**src/hw/bbc_pkg.sv**
```systemverilog
package bbc_pkg;
  // ==========================================================
  // Register map
  localparam logic [3:0] ADDR_BREAK_HIGH   = 4'h0;
  localparam logic [3:0] ADDR_BREAK_LOW    = 4'h1;
  localparam logic [3:0] ADDR_CYCLE_SELECT = 4'h2;
  localparam logic [3:0] ADDR_STATUS       = 4'h3;
  localparam logic [3:0] ADDR_MASK         = 4'h4;
  localparam logic [3:0] ADDR_MON          = 4'h5;
  // ==========================================================
  // Cycle select field positions
  localparam int MASTER_POS = 6;
  localparam int FD_POS     = 4;
  localparam int DIR_POS    = 2;
  localparam int SIZE_POS   = 0;
  // ==========================================================
  // Reset values and codes
  localparam logic [15:0] SELECT_RESET = 16'h0000;
  localparam logic [1:0]  SIZE_BYTE    = 2'h1;
  localparam logic [1:0]  SIZE_WORD    = 2'h2;
  localparam logic [1:0]  SIZE_LONG    = 2'h3;
  localparam logic [3:0]  BREAK_LEVEL  = 4'hf;
  localparam int          STAT_FETCH   = 0;
  localparam int          STAT_DATA    = 1;
  localparam int          STAT_ADDRERR = 2;
  // Address error then break, two-step sequence
  typedef enum logic [1:0] {
    BBC_IDLE  = 2'b00,
    BBC_AERR  = 2'b01,
    BBC_BREAK = 2'b10
  } bbc_seq_e;
endpackage : bbc_pkg

```
**src/hw/bbc_top.sv**
```systemverilog
// The register addresses and the address-and-strobe port were chosen for this implementation.
`timescale 1ns/1ps
`default_nettype none
module bbc_top (
  input  wire logic        mclk_in,      // 100 MHz clock
  input  wire logic        nrst_in,      // Async reset, low
  input  wire logic [3:0]  addr_in,      // Register index
  input  wire logic [15:0] wdata_in,     // Write data
  input  wire logic        wr_in,        // Write strobe
  input  wire logic        rd_in,        // Read strobe
  output logic      [15:0] rdata_out,    // Read data
  input  wire logic        cyc_in,       // Bus cycle valid
  input  wire logic [31:0] bus_addr_in,  // Bus address
  input  wire logic        periph_in,    // Peripheral master
  input  wire logic        fetch_in,     // Instruction fetch
  input  wire logic        overrun_in,   // Overrun fetch
  input  wire logic        dest_in,      // Non-delay dest fetch
  input  wire logic        pair_in,      // Second of paired fetch
  input  wire logic        write_in,     // Write cycle
  input  wire logic [1:0]  size_in,      // Operand size
  input  wire logic        preempt_in,   // Higher exception taken
  input  wire logic [3:0]  imask_in,     // Processor mask level
  input  wire logic        ack_in,       // Break accepted
  output logic             break_req_out, // Break request
  output logic      [3:0]  break_lvl_out, // Request level
  output logic      [31:0] break_pc_out,  // Saved address
  output logic             addr_err_out,  // Address error first
  output logic             irq_out        // Status interrupt
);
  import bbc_pkg::*;
  // ==========================================================
  // State
  typedef struct packed {
    logic [15:0] high;
    logic [15:0] low;
    logic [15:0] sel;
    logic [15:0] sel_pair;
    logic [2:0]  status;
    logic [2:0]  mask;
    logic [15:0] rdata;
    logic        pend;
    logic [31:0] pc;
    logic        aerr;
    bbc_seq_e    seq;
    logic        irq;
  } bbc_state_s;
  bbc_state_s q, d;
  logic        rst_a;
  logic        rst_b;
  logic        rst_n;
  logic [31:0] cmp_addr;
  logic [15:0] use_sel;
  logic        hit_raw;
  logic        is_data_view;
  logic [2:0]  ev;
  assign rst_n    = rst_b;
  assign cmp_addr = {q.high, q.low};
  // Second half of a paired fetch keeps the condition of the first
  assign use_sel  = pair_in ? q.sel_pair : q.sel;
  // Overrun fetch seen as data read when data enabled
  assign is_data_view = fetch_in && overrun_in;
  // ==========================================================
  // Matcher
  bbc_match u_match (
    .select_in   (use_sel),
    .addr_in     (cmp_addr),
    .bus_addr_in (bus_addr_in),
    .periph_in   (periph_in),
    .fetch_in    (fetch_in && !is_data_view),
    .write_in    (write_in),
    .size_in     (fetch_in ? SIZE_WORD : size_in),
    .hit_out     (hit_raw)
  );
  // ==========================================================
  // Alignment of a data cycle against its operand size
  function automatic logic is_aligned(input logic [1:0] sz, input logic [1:0] lo);
    return !((sz == SIZE_WORD && lo[0]) || (sz == SIZE_LONG && lo != 2'h0));
  endfunction : is_aligned
  // ==========================================================
  // Next state
  always_comb begin
    d = q;
    ev = 3'h0;
    // Condition captured at the first fetch of a possible pair
    if (cyc_in && fetch_in && !pair_in) begin
      d.sel_pair = q.sel;
    end
    // Register writes
    if (wr_in) begin
      unique case (addr_in)
        ADDR_BREAK_HIGH:   d.high = wdata_in;
        ADDR_BREAK_LOW:    d.low = wdata_in;
        ADDR_CYCLE_SELECT: d.sel = {8'h00, wdata_in[7:0]};
        ADDR_STATUS:       d.status = q.status & ~wdata_in[2:0];
        ADDR_MASK:         d.mask = wdata_in[2:0];
        default:           d.rdata = q.rdata;
      endcase
    end
    // Reads, answered next cycle
    d.rdata = 16'h0000;
    if (rd_in) begin
      unique case (addr_in)
        ADDR_BREAK_HIGH:   d.rdata = q.high;
        ADDR_BREAK_LOW:    d.rdata = q.low;
        ADDR_CYCLE_SELECT: d.rdata = q.sel;
        ADDR_STATUS:       d.rdata = {13'h0000, q.status};
        ADDR_MASK:         d.rdata = {13'h0000, q.mask};
        ADDR_MON:          d.rdata = {12'h000, q.pend, q.aerr, q.seq};
        default:           d.rdata = 16'h0000;
      endcase
    end
    // Cycle evaluation
    if (cyc_in && !q.pend && q.seq == BBC_IDLE) begin
      if (fetch_in && !overrun_in && dest_in) begin
        ev = 3'h0;
      end else if (fetch_in && !overrun_in && bus_addr_in[0]) begin
        // Only a branch can fetch an odd target
        if (bus_addr_in == cmp_addr && use_sel[FD_POS] && use_sel[MASTER_POS]
            && use_sel[DIR_POS] && !periph_in) begin
          d.seq = BBC_AERR;
          d.aerr = 1'b1;
          d.pc = bus_addr_in;
          ev[STAT_ADDRERR] = 1'b1;
        end
      end else if (fetch_in && !overrun_in && hit_raw) begin
        d.pend = 1'b1;
        d.pc = bus_addr_in;
        ev[STAT_FETCH] = 1'b1;
      end else if ((!fetch_in || overrun_in) && hit_raw) begin
        // Word and long cycles sit aligned; odd compare never hits
        if (is_aligned(size_in, bus_addr_in[1:0])) begin
          d.pend = 1'b1;
          d.pc = bus_addr_in;
          ev[STAT_DATA] = 1'b1;
        end
      end
    end
    // Address error first, then the break
    if (q.seq == BBC_AERR && ack_in) begin
      d.aerr = 1'b0;
      d.seq = BBC_BREAK;
      d.pend = 1'b1;
    end else if (q.seq == BBC_BREAK && ack_in && q.pend) begin
      d.seq = BBC_IDLE;
    end
    // Pending request held while masked at its level
    if (q.pend && ack_in && imask_in < BREAK_LEVEL && q.seq != BBC_AERR) begin
      d.pend = 1'b0;
      d.seq = BBC_IDLE;
    end
    if (q.pend && preempt_in) begin
      d.pend = 1'b0;
    end
    // Set wins over clear
    d.status = d.status | ev;
    d.irq = |(d.status & d.mask);
  end
  // ==========================================================
  // Registers
  always_ff @(posedge mclk_in or negedge nrst_in) begin
    if (!nrst_in) begin
      rst_a <= 1'b0;
      rst_b <= 1'b0;
    end else begin
      rst_a <= 1'b1;
      rst_b <= rst_a;
    end
  end
  always_ff @(posedge mclk_in or negedge rst_n) begin
    if (!rst_n) begin
      q.high     <= 16'h0000;
      q.low      <= 16'h0000;
      q.sel      <= SELECT_RESET;
      q.sel_pair <= SELECT_RESET;
      q.status   <= 3'h0;
      q.mask     <= 3'h0;
      q.rdata    <= 16'h0000;
      q.pend     <= 1'b0;
      q.pc       <= 32'h0000_0000;
      q.aerr     <= 1'b0;
      q.seq      <= BBC_IDLE;
      q.irq      <= 1'b0;
    end else begin
      q.high     <= d.high;
      q.low      <= d.low;
      q.sel      <= d.sel;
      q.sel_pair <= d.sel_pair;
      q.status   <= d.status;
      q.mask     <= d.mask;
      q.rdata    <= d.rdata;
      q.pend     <= d.pend;
      q.pc       <= d.pc;
      q.aerr     <= d.aerr;
      q.seq      <= d.seq;
      q.irq      <= d.irq;
    end
  end
  // ==========================================================
  // Outputs
  assign rdata_out     = q.rdata;
  assign break_req_out = q.pend;
  assign break_lvl_out = BREAK_LEVEL;
  assign break_pc_out  = q.pc;
  assign addr_err_out  = q.aerr;
  assign irq_out       = q.irq;
endmodule : bbc_top
`default_nettype wire

```
**src/hw/bbc_match.sv**
```systemverilog
`timescale 1ns/1ps
`default_nettype none
module bbc_match (
  input  wire logic [15:0] select_in,  // Cycle select
  input  wire logic [31:0] addr_in,    // Compare address
  input  wire logic [31:0] bus_addr_in, // Bus address
  input  wire logic        periph_in,  // Peripheral master
  input  wire logic        fetch_in,   // Instruction fetch
  input  wire logic        write_in,   // Write cycle
  input  wire logic [1:0]  size_in,    // Operand size
  output logic             hit_out     // Conditions met
);
  import bbc_pkg::*;
  logic [1:0] m, f, d, s;
  logic       ok_m, ok_f, ok_d, ok_s;
  // ==========================================================
  // Field decode
  always_comb begin
    m = select_in[MASTER_POS+:2];
    f = select_in[FD_POS+:2];
    d = select_in[DIR_POS+:2];
    s = select_in[SIZE_POS+:2];
    // Peripheral masters never fetch, so a fetch there never matches
    ok_m = periph_in ? (m[1] && !fetch_in) : m[0];
    ok_f = fetch_in ? f[0] : f[1];
    ok_d = (write_in && !fetch_in) ? d[1] : d[0];
    ok_s = (s == 2'h0) || (s == size_in);
    hit_out = ok_m && ok_f && ok_d && ok_s && (bus_addr_in == addr_in);
  end
endmodule : bbc_match
`default_nettype wire

```
**config.mk**
```make
export PLATFORM = sky130hd
export DESIGN_NAME = bbc_top
export DESIGN_NICKNAME = d
export VERILOG_FILES = /design/src/hw/bbc_pkg.sv /design/src/hw/bbc_top.sv /design/src/hw/bbc_match.sv
export SDC_FILE = /design/constraint.sdc
export NUM_CORES = 1
export LEC_CHECK = 0
export ABC_AREA = 1
export BUFFER_PORTS_ARGS = -buffer_cell sky130_fd_sc_hd__buf_2
export CAP_MARGIN = 0
export CORE_ASPECT_RATIO = 1.4
export CORE_MARGIN = 3
export CORE_UTILIZATION = 40
export DETAILED_ROUTE_END_ITERATION = 6
export GPL_TIMING_DRIVEN = 0
export PLACE_DENSITY = 0.58
export SLEW_MARGIN = 20
export SYNTH_ARGS = -nofsm -noshare
export SYNTH_HDL_FRONTEND = slang
export SYNTH_SLANG_ARGS = --single-unit
```
**constraint.sdc**
```tcl
create_clock -name mclk_in -period 3.6 [get_ports mclk_in]
set_input_delay 0.72 -clock mclk_in [delete_from_list [all_inputs] [get_ports mclk_in]]
set_output_delay 0.72 -clock mclk_in [all_outputs]
set_load 0.005 [all_outputs]
```
==> results.yml, run 1 <==
status:
  outcome: "complete, no violations"
timing:
  clock_skew_ns: 0.00809
  slew_viol_final: 0
  max_freq_ghz: 0.445
  max_slew.worst_pin.slew_ns: 0.616
  post-route-period-util_pct: 62.4
  setup_viol: 0
  hold_violations: 0
  hold_slack_ns: 0.147
  rsz0062_at_grt: "no"
  slew_headroom_pct: 59.0
  post-route-min-period_ns: 2.25
  setup-tns-final_ns: 0
final_layout:
  area_growth_pct: 21.8
  num_antenna_cells: 0
  fill_cells: 1483
  fin_nets: 965
  regArea_mm2: 0.00273
  drive_gt1_share_pct: 24.2
  multiInputGateArea_mm2: 0.00209
  post-route-util_pct: 49.8
power:
  p_clk_share_pct: 35.7
  finalPower_mw: 3.08
  p_comb_share_pct: 16.2
  power_frac_seq_pct: 48.1
  p_leak_nw: 4.07
  p_int_mw: 2.19
  max-vdd-ir-drop_v: 0.000310
  p_switching_mw: 0.883
  p_sw_share_pct: 28.7
  p_per_area_mw_per_mm2: 444
setup_path:
  cp.required_ns: 3.85
  slowest_stage: "clkbuf_1"
  critPathMaxStageDelay_ns: 0.49
  worstSetupPathType: "input pin to flop"
  r2r_cells: 12
  crit_family: "buffers and inverters"
  path_buf_inv: 3
  worstPathArrival_ns: 2.49
  crit_chain: "buf_2, nor2_1, nand2_1, inv_1, clkbuf_1, a221oi_1, a31oi_1"
  critical_path.startpoint: "addr_in[3]"
  r2r-end: "break_pc_out[8]"
  rr_startpoint: "cmp_addr[13]"
  cp_max_fo: 10
  reg2reg_setup_slack_ns: 1.53
  end_kind: "flop"
  start_kind: "input pin"
routing:
  drt-total-wl_um: 15400
  antenna_left: 0
  drt-pass1-iter-count: 4
  vias: 4968
  drt_iter0_drc: 218
  viasPerCell: 4.58
  wl_per_cell_um: 14.2
  drc: 0
synthesis:
  syn_area_mm2: 0.00569
  synth_top_area_cell: "dfrtp_1"
  ys.warnings.count: 0
  synthTopCellsByArea: "dfrtp_1 48%, nand2_1 18%, buf_4 7.0%"
  syn_area_per_cell_um2: 7.52
  yosysTopAreaCellShare_pct: 47.9
  synth_cells: 757
  netlist-cell-type-count: 31
  ys_seq_area_share_pct: 47.9
  synth_seq_cells: 109
cts:
  cts-hold-fix-buffers: 0
  htree_levels: 3
  cts_setup_buffers: 0
  numCtsBuffers: 9
  clock_path_buffers: 2
  cts_sinks: 109
  cts_resized: 0
  root_buffer: "clkbuf_16"
  cts.clk_slew.worst_paths_ns: 0.07
  cts_tree: "done"
  insertion_delay_ns: 0.34
floorplanning:
  die_x_um: 107
  die_h_um: 147
  initial_core_util_pct: 40.9
  ios: 126
  fp.dieArea_mm2: 0.0157
  num_rows: 51
  core_mm2: 0.0139
place:
  place.gp.congestion: 0.848
  port_buffers: 120
  dp_hpwl_um: 12100
global_routing:
  antenna_found_initial: 0
  grt_max_degree: 52
  grt_pass1_wl_um: 24900
  grt_usage_pct: 20.4
  overflow: 0
  first_global_vias: 4890
hold_path:
  hp-class: "input pin to asynchronous set/reset pin"
run:
  max-cap-violations: 0
[registers in the layout, indices dropped and copies added (netlist names)]
signal,cells
break_pc_out,32
cmp_addr,32
q,24
rdata_out,16
addr_err_out,1
break_req_out,1
irq_out,1
rst_a,1
rst_b,1
[Yosys cell counts]
cell	n
clkinv_1	1
buf_2	8
buf_6	3
nor2_4	3
o22ai_1	9
inv_1	95
o31ai_1	4
conb_1	1
a21oi_1	11
inv_4	1
nand2_4	1
nand4_1	6
a221oi_1	3
mux2_2	1
a31oi_1	3
nand2_2	2
a211oi_1	1
o21ai_0	56
nor3_1	2
inv_2	6
o21ai_1	1
nand4_4	1
nor4_1	1
dfrtp_1	109
clkbuf_1	8
nor2_1	53
buf_4	53
nand2_1	269
xor2_1	3
a2111oi_0	1
nand3_1	41
[final cells by class]
cell class              count  share of cell area (%)
flip-flops and latches    109                    39.4
multi-input cells         477                    30.2
repair buffers            122                    9.46
plain buffers              72                    7.24
inverters                 103                    5.61
clock buffers              10                    3.45
well taps                 185                    3.34
clock inverters             6                    1.35
[metal layers]
metal  wire (um)  part of all wire, %  track usage, %  vias to the layer above
li1            -                    -               -                     2561
met1        6310                   41            25.4                     2277
met2        8180                   53            36.9                      111
met3         657                  4.3            2.42                       19
met4         297                  1.9            5.63                        0
met5           0                    0               0                        -
[cells in the final DEF, fill, tap and decap left out, types with 2 or more instances in the layout]
cell / count
nor3_1: 2
dfrtp_1: 108
xor2_1: 3
conb_1: 5
clkinv_4: 2
buf_2: 128
buf_16: 2
clkbuf_1: 8
nor2_4: 3
clkbuf_16: 9
a21oi_1: 11
nand2_2: 2
o31ai_1: 4
a31oi_1: 3
bufinv_16: 2
nand4_1: 6
inv_2: 6
o21ai_0: 56
nor2_1: 53
nand2_1: 269
buf_6: 3
o22ai_1: 9
nand3_1: 41
buf_4: 53
a221oi_1: 3
inv_1: 95
[worst max-delay path by stage]
stage                              end  slack (ns)  cells after the start
after floorplan           addr_err_out        0.34                      0
after global placement    rdata_out[6]       -1.11                      0
after detailed placement   cmp_addr[8]        0.99                      8
after CTS                  cmp_addr[8]        1.36                      8
after global routing      cmp_addr[13]        1.13                      8
final                     rdata_out[2]        1.35                      7
[power groups by stage]
stage               sequential (mW)  clock, mW  combinational (mW)
finish                         1.48       1.10               0.498
CTS                            1.48       1.12               0.505
detailed placement             1.50          0               0.504
floorplan                      1.49          0               0.320
global placement               1.52          0               0.465
global route                   1.50       1.17               0.583
[kinds of logic (layout without fill, tap and decap cells)]
group	Yosys count	in the layout	synth area share (%)
compound gates	89	89	8.57
xor+xnor	3	3	0.462
buf+inv	175	313	15.6
flops	109	109	47.9
mux	1	1	0.198
other cells	1	5	0.0659
simple gates	379	379	27.2
[through the flow]
| stage | cells | instance area (um2) | setup WS, ns |
|---|---|---|---|
| floorplan | 761 | 5710 | 0.339 |
| global placement | 1066 | 6540 | -1.11 |
| detailed placement | 1068 | 6600 | 0.990 |
| CTS | 1084 | 6930 | 1.36 |
| global route | 1084 | 6930 | 1.13 |
| finish | 1084 | 6930 | 1.35 |
(Power assumes the default switching activity.)
==> run 2: changes to the inputs <==
--- a/config.mk
+++ b/config.mk
@@ -5,7 +5,7 @@
 export SDC_FILE = /design/constraint.sdc
 export NUM_CORES = 1
 export LEC_CHECK = 0
-export ABC_AREA = 1
+export ABC_AREA = 0
 export BUFFER_PORTS_ARGS = -buffer_cell sky130_fd_sc_hd__buf_2
 export CAP_MARGIN = 0
 export CORE_ASPECT_RATIO = 1.4
==> constraint.sdc (replaced) <==
create_clock -name mclk_in -period 2.25 [get_ports mclk_in]
set_input_delay 0.45 -clock mclk_in [delete_from_list [all_inputs] [get_ports mclk_in]]
set_output_delay 0.45 -clock mclk_in [all_outputs]
set_load 0.005 [all_outputs]
==> results.yml, run 2 <==
timing:
  slew_viol_final: 0
  hold_violations: 0
  max_freq_ghz: 0.375
  max_slew.worst_pin.slew_ns: 0.623
  post-route-min-period_ns: 2.66
  clock_skew_ns: 0.00964
  setup-tns-final_ns: -13.14
  slew_headroom_pct: 58.5
  hold_slack_ns: 0.107
  post-route-period-util_pct: 118
  worst_slack_ns: -0.415
  setup_viol: 34
  rsz0062_at_grt: "yes"
synthesis:
  synth-edff-count: 0
  yosys_most_used_dff: "dfrtp_1"
  synth_cells: 450
  syn_area_mm2: 0.00542
  ys_seq_area_share_pct: 50.3
  synth_commonest_cells: "109 x dfrtp_1, 78 x mux2_2, 52 x buf_4"
  yosysTopAreaCellShare_pct: 50.3
  synth_top_area_cell: "dfrtp_1"
  synthTopCellsByArea: "dfrtp_1 50%, mux2_2 16%, buf_4 7.2%"
  synthArstFlopShare_pct: 100
  netlist-cell-type-count: 48
  ys.warnings.count: 0
  syn_area_per_cell_um2: 12.0
  synth_seq_cells: 109
  yosysMostFrequentCell: "dfrtp_1"
final_layout:
  drive_gt1_share_pct: 50.7
  fin_area_mm2: 0.00690
  fill_cells: 1235
  area_growth_pct: 27.4
  final_cell_mix: "118 x buf_2, 108 x dfrtp_1, 67 x mux2_2"
  final_common_cell: "buf_2"
  finalNonFillerCells: 781
  post-route-util_pct: 52.8
  fin_nets: 669
  num_antenna_cells: 0
global_routing:
  antenna_found_initial: 0
  grt_pass1_wl_um: 21900
  grt_usage_pct: 18.9
  top_usage_layer: "met2"
  overflow: 0
  grt_use_met2_pct: 35.1
  grt_max_degree: 55
  use_met1_pct: 21.7
  gr-usage-met3_pct: 3.24
  first_global_vias: 4154
cts:
  htree_levels: 3
  cts.clk_slew.worst_paths_ns: 0.07
  cts_tree: "done"
  insertion_delay_ns: 0.35
  clock_path_buffers: 2
  cts_sinks: 109
  root_buffer: "clkbuf_16"
  numCtsBuffers: 9
floorplanning:
  die_x_um: 104
  ios: 126
  initial_core_util_pct: 41.5
  core_mm2: 0.0131
  fp.dieArea_mm2: 0.0150
  die_h_um: 144
  num_rows: 49
setup_path:
  r2r_cells: 8
  worstSetupPathType: "flop to flop"
  crit_chain: "xor2_1, or4_4, nor4_4, nand3_2, o31ai_4, buf_12, buf_12, mux2_2"
  worstPathArrival_ns: 2.89
  cp_max_fo: 10
  critPathMaxStageDelay_ns: 0.53
  cp.required_ns: 2.48
  crit_top_cell: "buf_12"
  path_buf_inv: 2
  end_kind: "flop"
  slowest_stage: "or4_4"
  start_kind: "flop"
  crit_family: "simple AND/OR/NAND/NOR gates"
  cp.depth: 8
routing:
  vias: 3944
  viasPerCell: 5.05
  wl_per_cell_um: 17.8
  drt-pass1-iter-count: 4
  drc: 0
  drt-total-wl_um: 13900
  drt_iter0_drc: 165
  antenna_left: 0
run:
  max-cap-violations: 0
place:
  dp_hpwl_um: 10900
  dp_cells: 752
  place_area_mm2: 0.00633
  port_buffers: 118
  pre_cts_slack_ns: -0.953
  place.gp.congestion: 0.844
hold_path:
  hp-class: "flop to asynchronous set/reset pin"
power:
  p_per_area_mw_per_mm2: 689
  finalPower_mw: 4.76
  p_leak_nw: 3.40
  max-vdd-ir-drop_v: 0.000359
status:
  outcome: "complete, but fails checks"
  failed_checks: "setup timing"
[run 2: logic make-up (layout without fill, tap and decap cells)]
kind of cell              count (synthesis)  after routing  synth area share, %
xor gates and xnor gates                 32             32                 5.17
AOI/OAI and AO/OA                        49             49                 6.63
DFF                                     109            109                 50.3
muxes                                    89             89                 18.8
and+or+nand+nor                          98             98                 9.86
buffers and inverters                    72            221                 9.15
other                                     1              5               0.0692
[run 2: metal layers]
metal	vias to the layer above	wire [um]
li1	1847	-
met1	1976	5390
met2	97	7580
met3	24	578
met4	0	387
met5	-	0
[run 2: path summary, 6_finish.rpt]
kind	startpoint	end	slack, ns
worst max-delay path	cmp_addr[1]	break_pc_out[27]	-0.41
worst min-delay path	rst_b	break_pc_out[1]	0.11
worst max register to register	cmp_addr[1]	break_pc_out[27]	-0.41
worst min register to register	rst_b	break_pc_out[1]	0.11
max in group asynchronous	rst_b	cmp_addr[17]	1.36
min in group mclk_in	rst_a	rst_b	0.36
[run 2: report_power, final]
part | internal (mW) | switching, mW | leakage [nW] | total (mW)
combinational | 0.468 | 0.405 | 1.84 | 0.873
clock | 0.779 | 0.702 | 0.129 | 1.48
sequential | 2.19 | 0.210 | 1.43 | 2.40
[run 2: repair_timing]
item,in CTS,in global routing
gates resized for setup,28,14
hold endpoints to repair,2,0
pin swaps,5,8
hold buffers,1,0
setup endpoints to repair,55,42
setup buffers,12,4
[run 2: cell type report]
class / instances / area, um2 / share of cell area (%)
Inverter: 7 / 26.3 / 0.381
Sequential cell: 109 / 2730 / 39.6
Multi-Input combinational cell: 273 / 2370 / 34.4
Clock buffer: 12 / 246 / 3.57
Tap cell: 178 / 223 / 3.23
Timing Repair Buffer: 133 / 769 / 11.2
Buffer: 65 / 505 / 7.33
Clock inverter: 4 / 25.0 / 0.363
[run 2: worst reg2reg max path, stage by stage, from the launching register on]
cell	delay, ns
dfrtp_1	0.42
xor2_1	0.19
or4_4	0.53
nor4_4	0.28
nand3_2	0.16
o31ai_4	0.32
buf_12	0.17
buf_12	0.14
mux2_2	0.33
==> run 3: changes to the inputs <==
--- a/config.mk
+++ b/config.mk
@@ -8,7 +8,7 @@
 export ABC_AREA = 0
 export BUFFER_PORTS_ARGS = -buffer_cell sky130_fd_sc_hd__buf_2
 export CAP_MARGIN = 0
-export CORE_ASPECT_RATIO = 1.4
+export CORE_ASPECT_RATIO = 2
 export CORE_MARGIN = 3
 export CORE_UTILIZATION = 40
 export DETAILED_ROUTE_END_ITERATION = 6
==> results.yml, run 3 (synthesized netlist as in run 2, its figures left out) <==
place:
  port_buffers: 118
  place.gp.congestion: 0.846
  place_area_mm2: 0.00627
  dp_cells: 725
  dp_hpwl_um: 11600
setup_path:
  worstPathArrival_ns: 2.87
  cp.required_ns: 2.48
  critPathMaxStageDelay_ns: 0.52
  slowest_stage: "or4_1"
  cp_max_fo: 5
  start_kind: "flop"
  end_kind: "flop"
  crit_chain: "mux2i_1, or4_1, a222oi_1, buf_4, nand2_4, o31ai_4, buf_12, clkbuf_16, mux2_2"
  worstSetupPathType: "flop to flop"
floorplanning:
  core_mm2: 0.0131
  die_h_um: 171
  die_x_um: 88.3
  fp.dieArea_mm2: 0.0151
  initial_core_util_pct: 41.2
  ios: 126
  num_rows: 59
cts:
  htree_levels: 3
  cts.clk_slew.worst_paths_ns: 0.07
  clock_path_buffers: 2
  root_buffer: "clkbuf_16"
  cts_tree: "done"
  cts_sinks: 109
  insertion_delay_ns: 0.35
  numCtsBuffers: 9
timing:
  slew_viol_final: 0
  setup-tns-final_ns: -11.45
  hold_slack_ns: 0.351
  rsz0062_at_grt: "yes"
  post-route-period-util_pct: 117
  max_freq_ghz: 0.379
  setup_viol: 32
  max_slew.worst_pin.slew_ns: 0.719
  clock_skew_ns: 0.00947
  post-route-min-period_ns: 2.64
  worst_slack_ns: -0.390
  slew_headroom_pct: 52.1
  hold_violations: 0
final_layout:
  fin_nets: 673
  fill_cells: 1233
  fin_area_mm2: 0.00699
  area_growth_pct: 29.0
  drive_gt1_share_pct: 51.2
  final_cell_mix: "118 x buf_2, 107 x dfrtp_1, 66 x buf_4"
  post-route-util_pct: 53.2
  finalNonFillerCells: 759
  final_common_cell: "buf_2"
global_routing:
  antenna_found_initial: 1
  overflow: 0
  grt_usage_pct: 20.4
  grt_pass1_wl_um: 22800
  first_global_vias: 4347
  grt_max_degree: 57
routing:
  drt_iter0_drc: 148
  drc: 0
  antenna_left: 0
  viasPerCell: 5.29
  vias: 4018
  drt-total-wl_um: 15000
  wl_per_cell_um: 19.8
  drt-pass1-iter-count: 5
status:
  failed_checks: "setup timing"
  outcome: "complete, but fails checks"
power:
  p_leak_nw: 3.45
  max-vdd-ir-drop_v: 0.000425
  p_clk_share_pct: 34.0
  p_switching_mw: 1.32
  power_frac_seq_pct: 48.4
  p_int_mw: 3.66
  p_per_area_mw_per_mm2: 713
  p_sw_share_pct: 26.5
  p_comb_share_pct: 17.6
run:
  max-cap-violations: 0
hold_path:
  hp-class: "input pin to flop"
-- run 3: cell types whose count changed in the layout (fill, tap and decap cells not counted), moves of 2 or more --
| cell | before | now |
|---|---|---|
| buf_6 | 3 | 1 |
| mux2_2 | 67 | 52 |
| bufinv_16 | 0 | 2 |
| mux2_4 | 12 | 28 |
| buf_4 | 60 | 66 |
-- run 3: cell type report --
cell class / instances / area [um2] / area share, %
antenna: 1 / 2.50 / 0.0358
buffer: 65 / 505 / 7.23
clock buffer: 11 / 243 / 3.47
clock inverter: 4 / 72.6 / 1.04
inverter: 7 / 26.3 / 0.376
multi-input combinational: 273 / 2430 / 34.7
sequential: 109 / 2730 / 39.1
tap: 152 / 190 / 2.72
timing repair buffer: 137 / 790 / 11.3
-- run 3: metrics by stage --
stage | worst slack (ns) | total power [mW]
global placement | -1.03 | 3.20
detailed placement | -1.03 | 3.24
CTS | -0.333 | 5.01
global route | -0.470 | 5.20
floorplan | -0.394 | 2.92
finish | -0.390 | 4.98
-- run 3: routing by layer --
metal / GRT usage [%] / routed length (um) / vias up / part of all wire (%)
met5: 0 / 0 / - / 0
li1: - / - / 1854 / -
met3: 2.36 / 494 / 33 / 3.3
met4: 11.3 / 728 / 0 / 4.8
met2: 39.2 / 8730 / 109 / 58
met1: 20.2 / 5060 / 2022 / 34
-- run 3: final timing paths --
path / startpoint / endpoint / slack [ns] / depth (start not counted)
worst max-delay path: q[81] / break_pc_out[23] / -0.39 / 9
worst min-delay path: wdata_in[10] / cmp_addr[10] / 0.35 / 2
worst max register to register: q[81] / break_pc_out[23] / -0.39 / 9
worst min register to register: rst_a / rst_b / 0.35 / 0
max in group asynchronous: rst_b / cmp_addr[11] / 1.12 / 1
min in group asynchronous: rst_b / break_pc_out[0] / 0.39 / 0
-- run 3: power groups by stage --
stage                     combinational [mW]  clock [mW]  sequential, mW
after global placement                 0.739           0            2.46
after detailed placement               0.781           0            2.46
after global routing                   0.956        1.80            2.44
after floorplan                        0.529           0            2.40
final                                  0.876        1.69            2.41
after CTS                              0.866        1.73            2.41
-- run 3: critical path: cells and delay by family, from the launching register on --
family | cells | cell delay [ns]
compound gates | 2 | 0.62
buf+inv | 3 | 0.53
flops | 1 | 0.36
mux | 2 | 0.42
simple gates | 2 | 0.57
-- run 3: what timing repair did --
item / 4_1_cts / 5_1_grt
hold endpoints to repair: 2 / 0
pin swaps: 4 / 4
setup buffers: 12 / 4
hold buffers: 1 / 0
cloned: 0 / 1
gates resized for setup: 41 / 12
endpoints found under the setup margin: 60 / 58
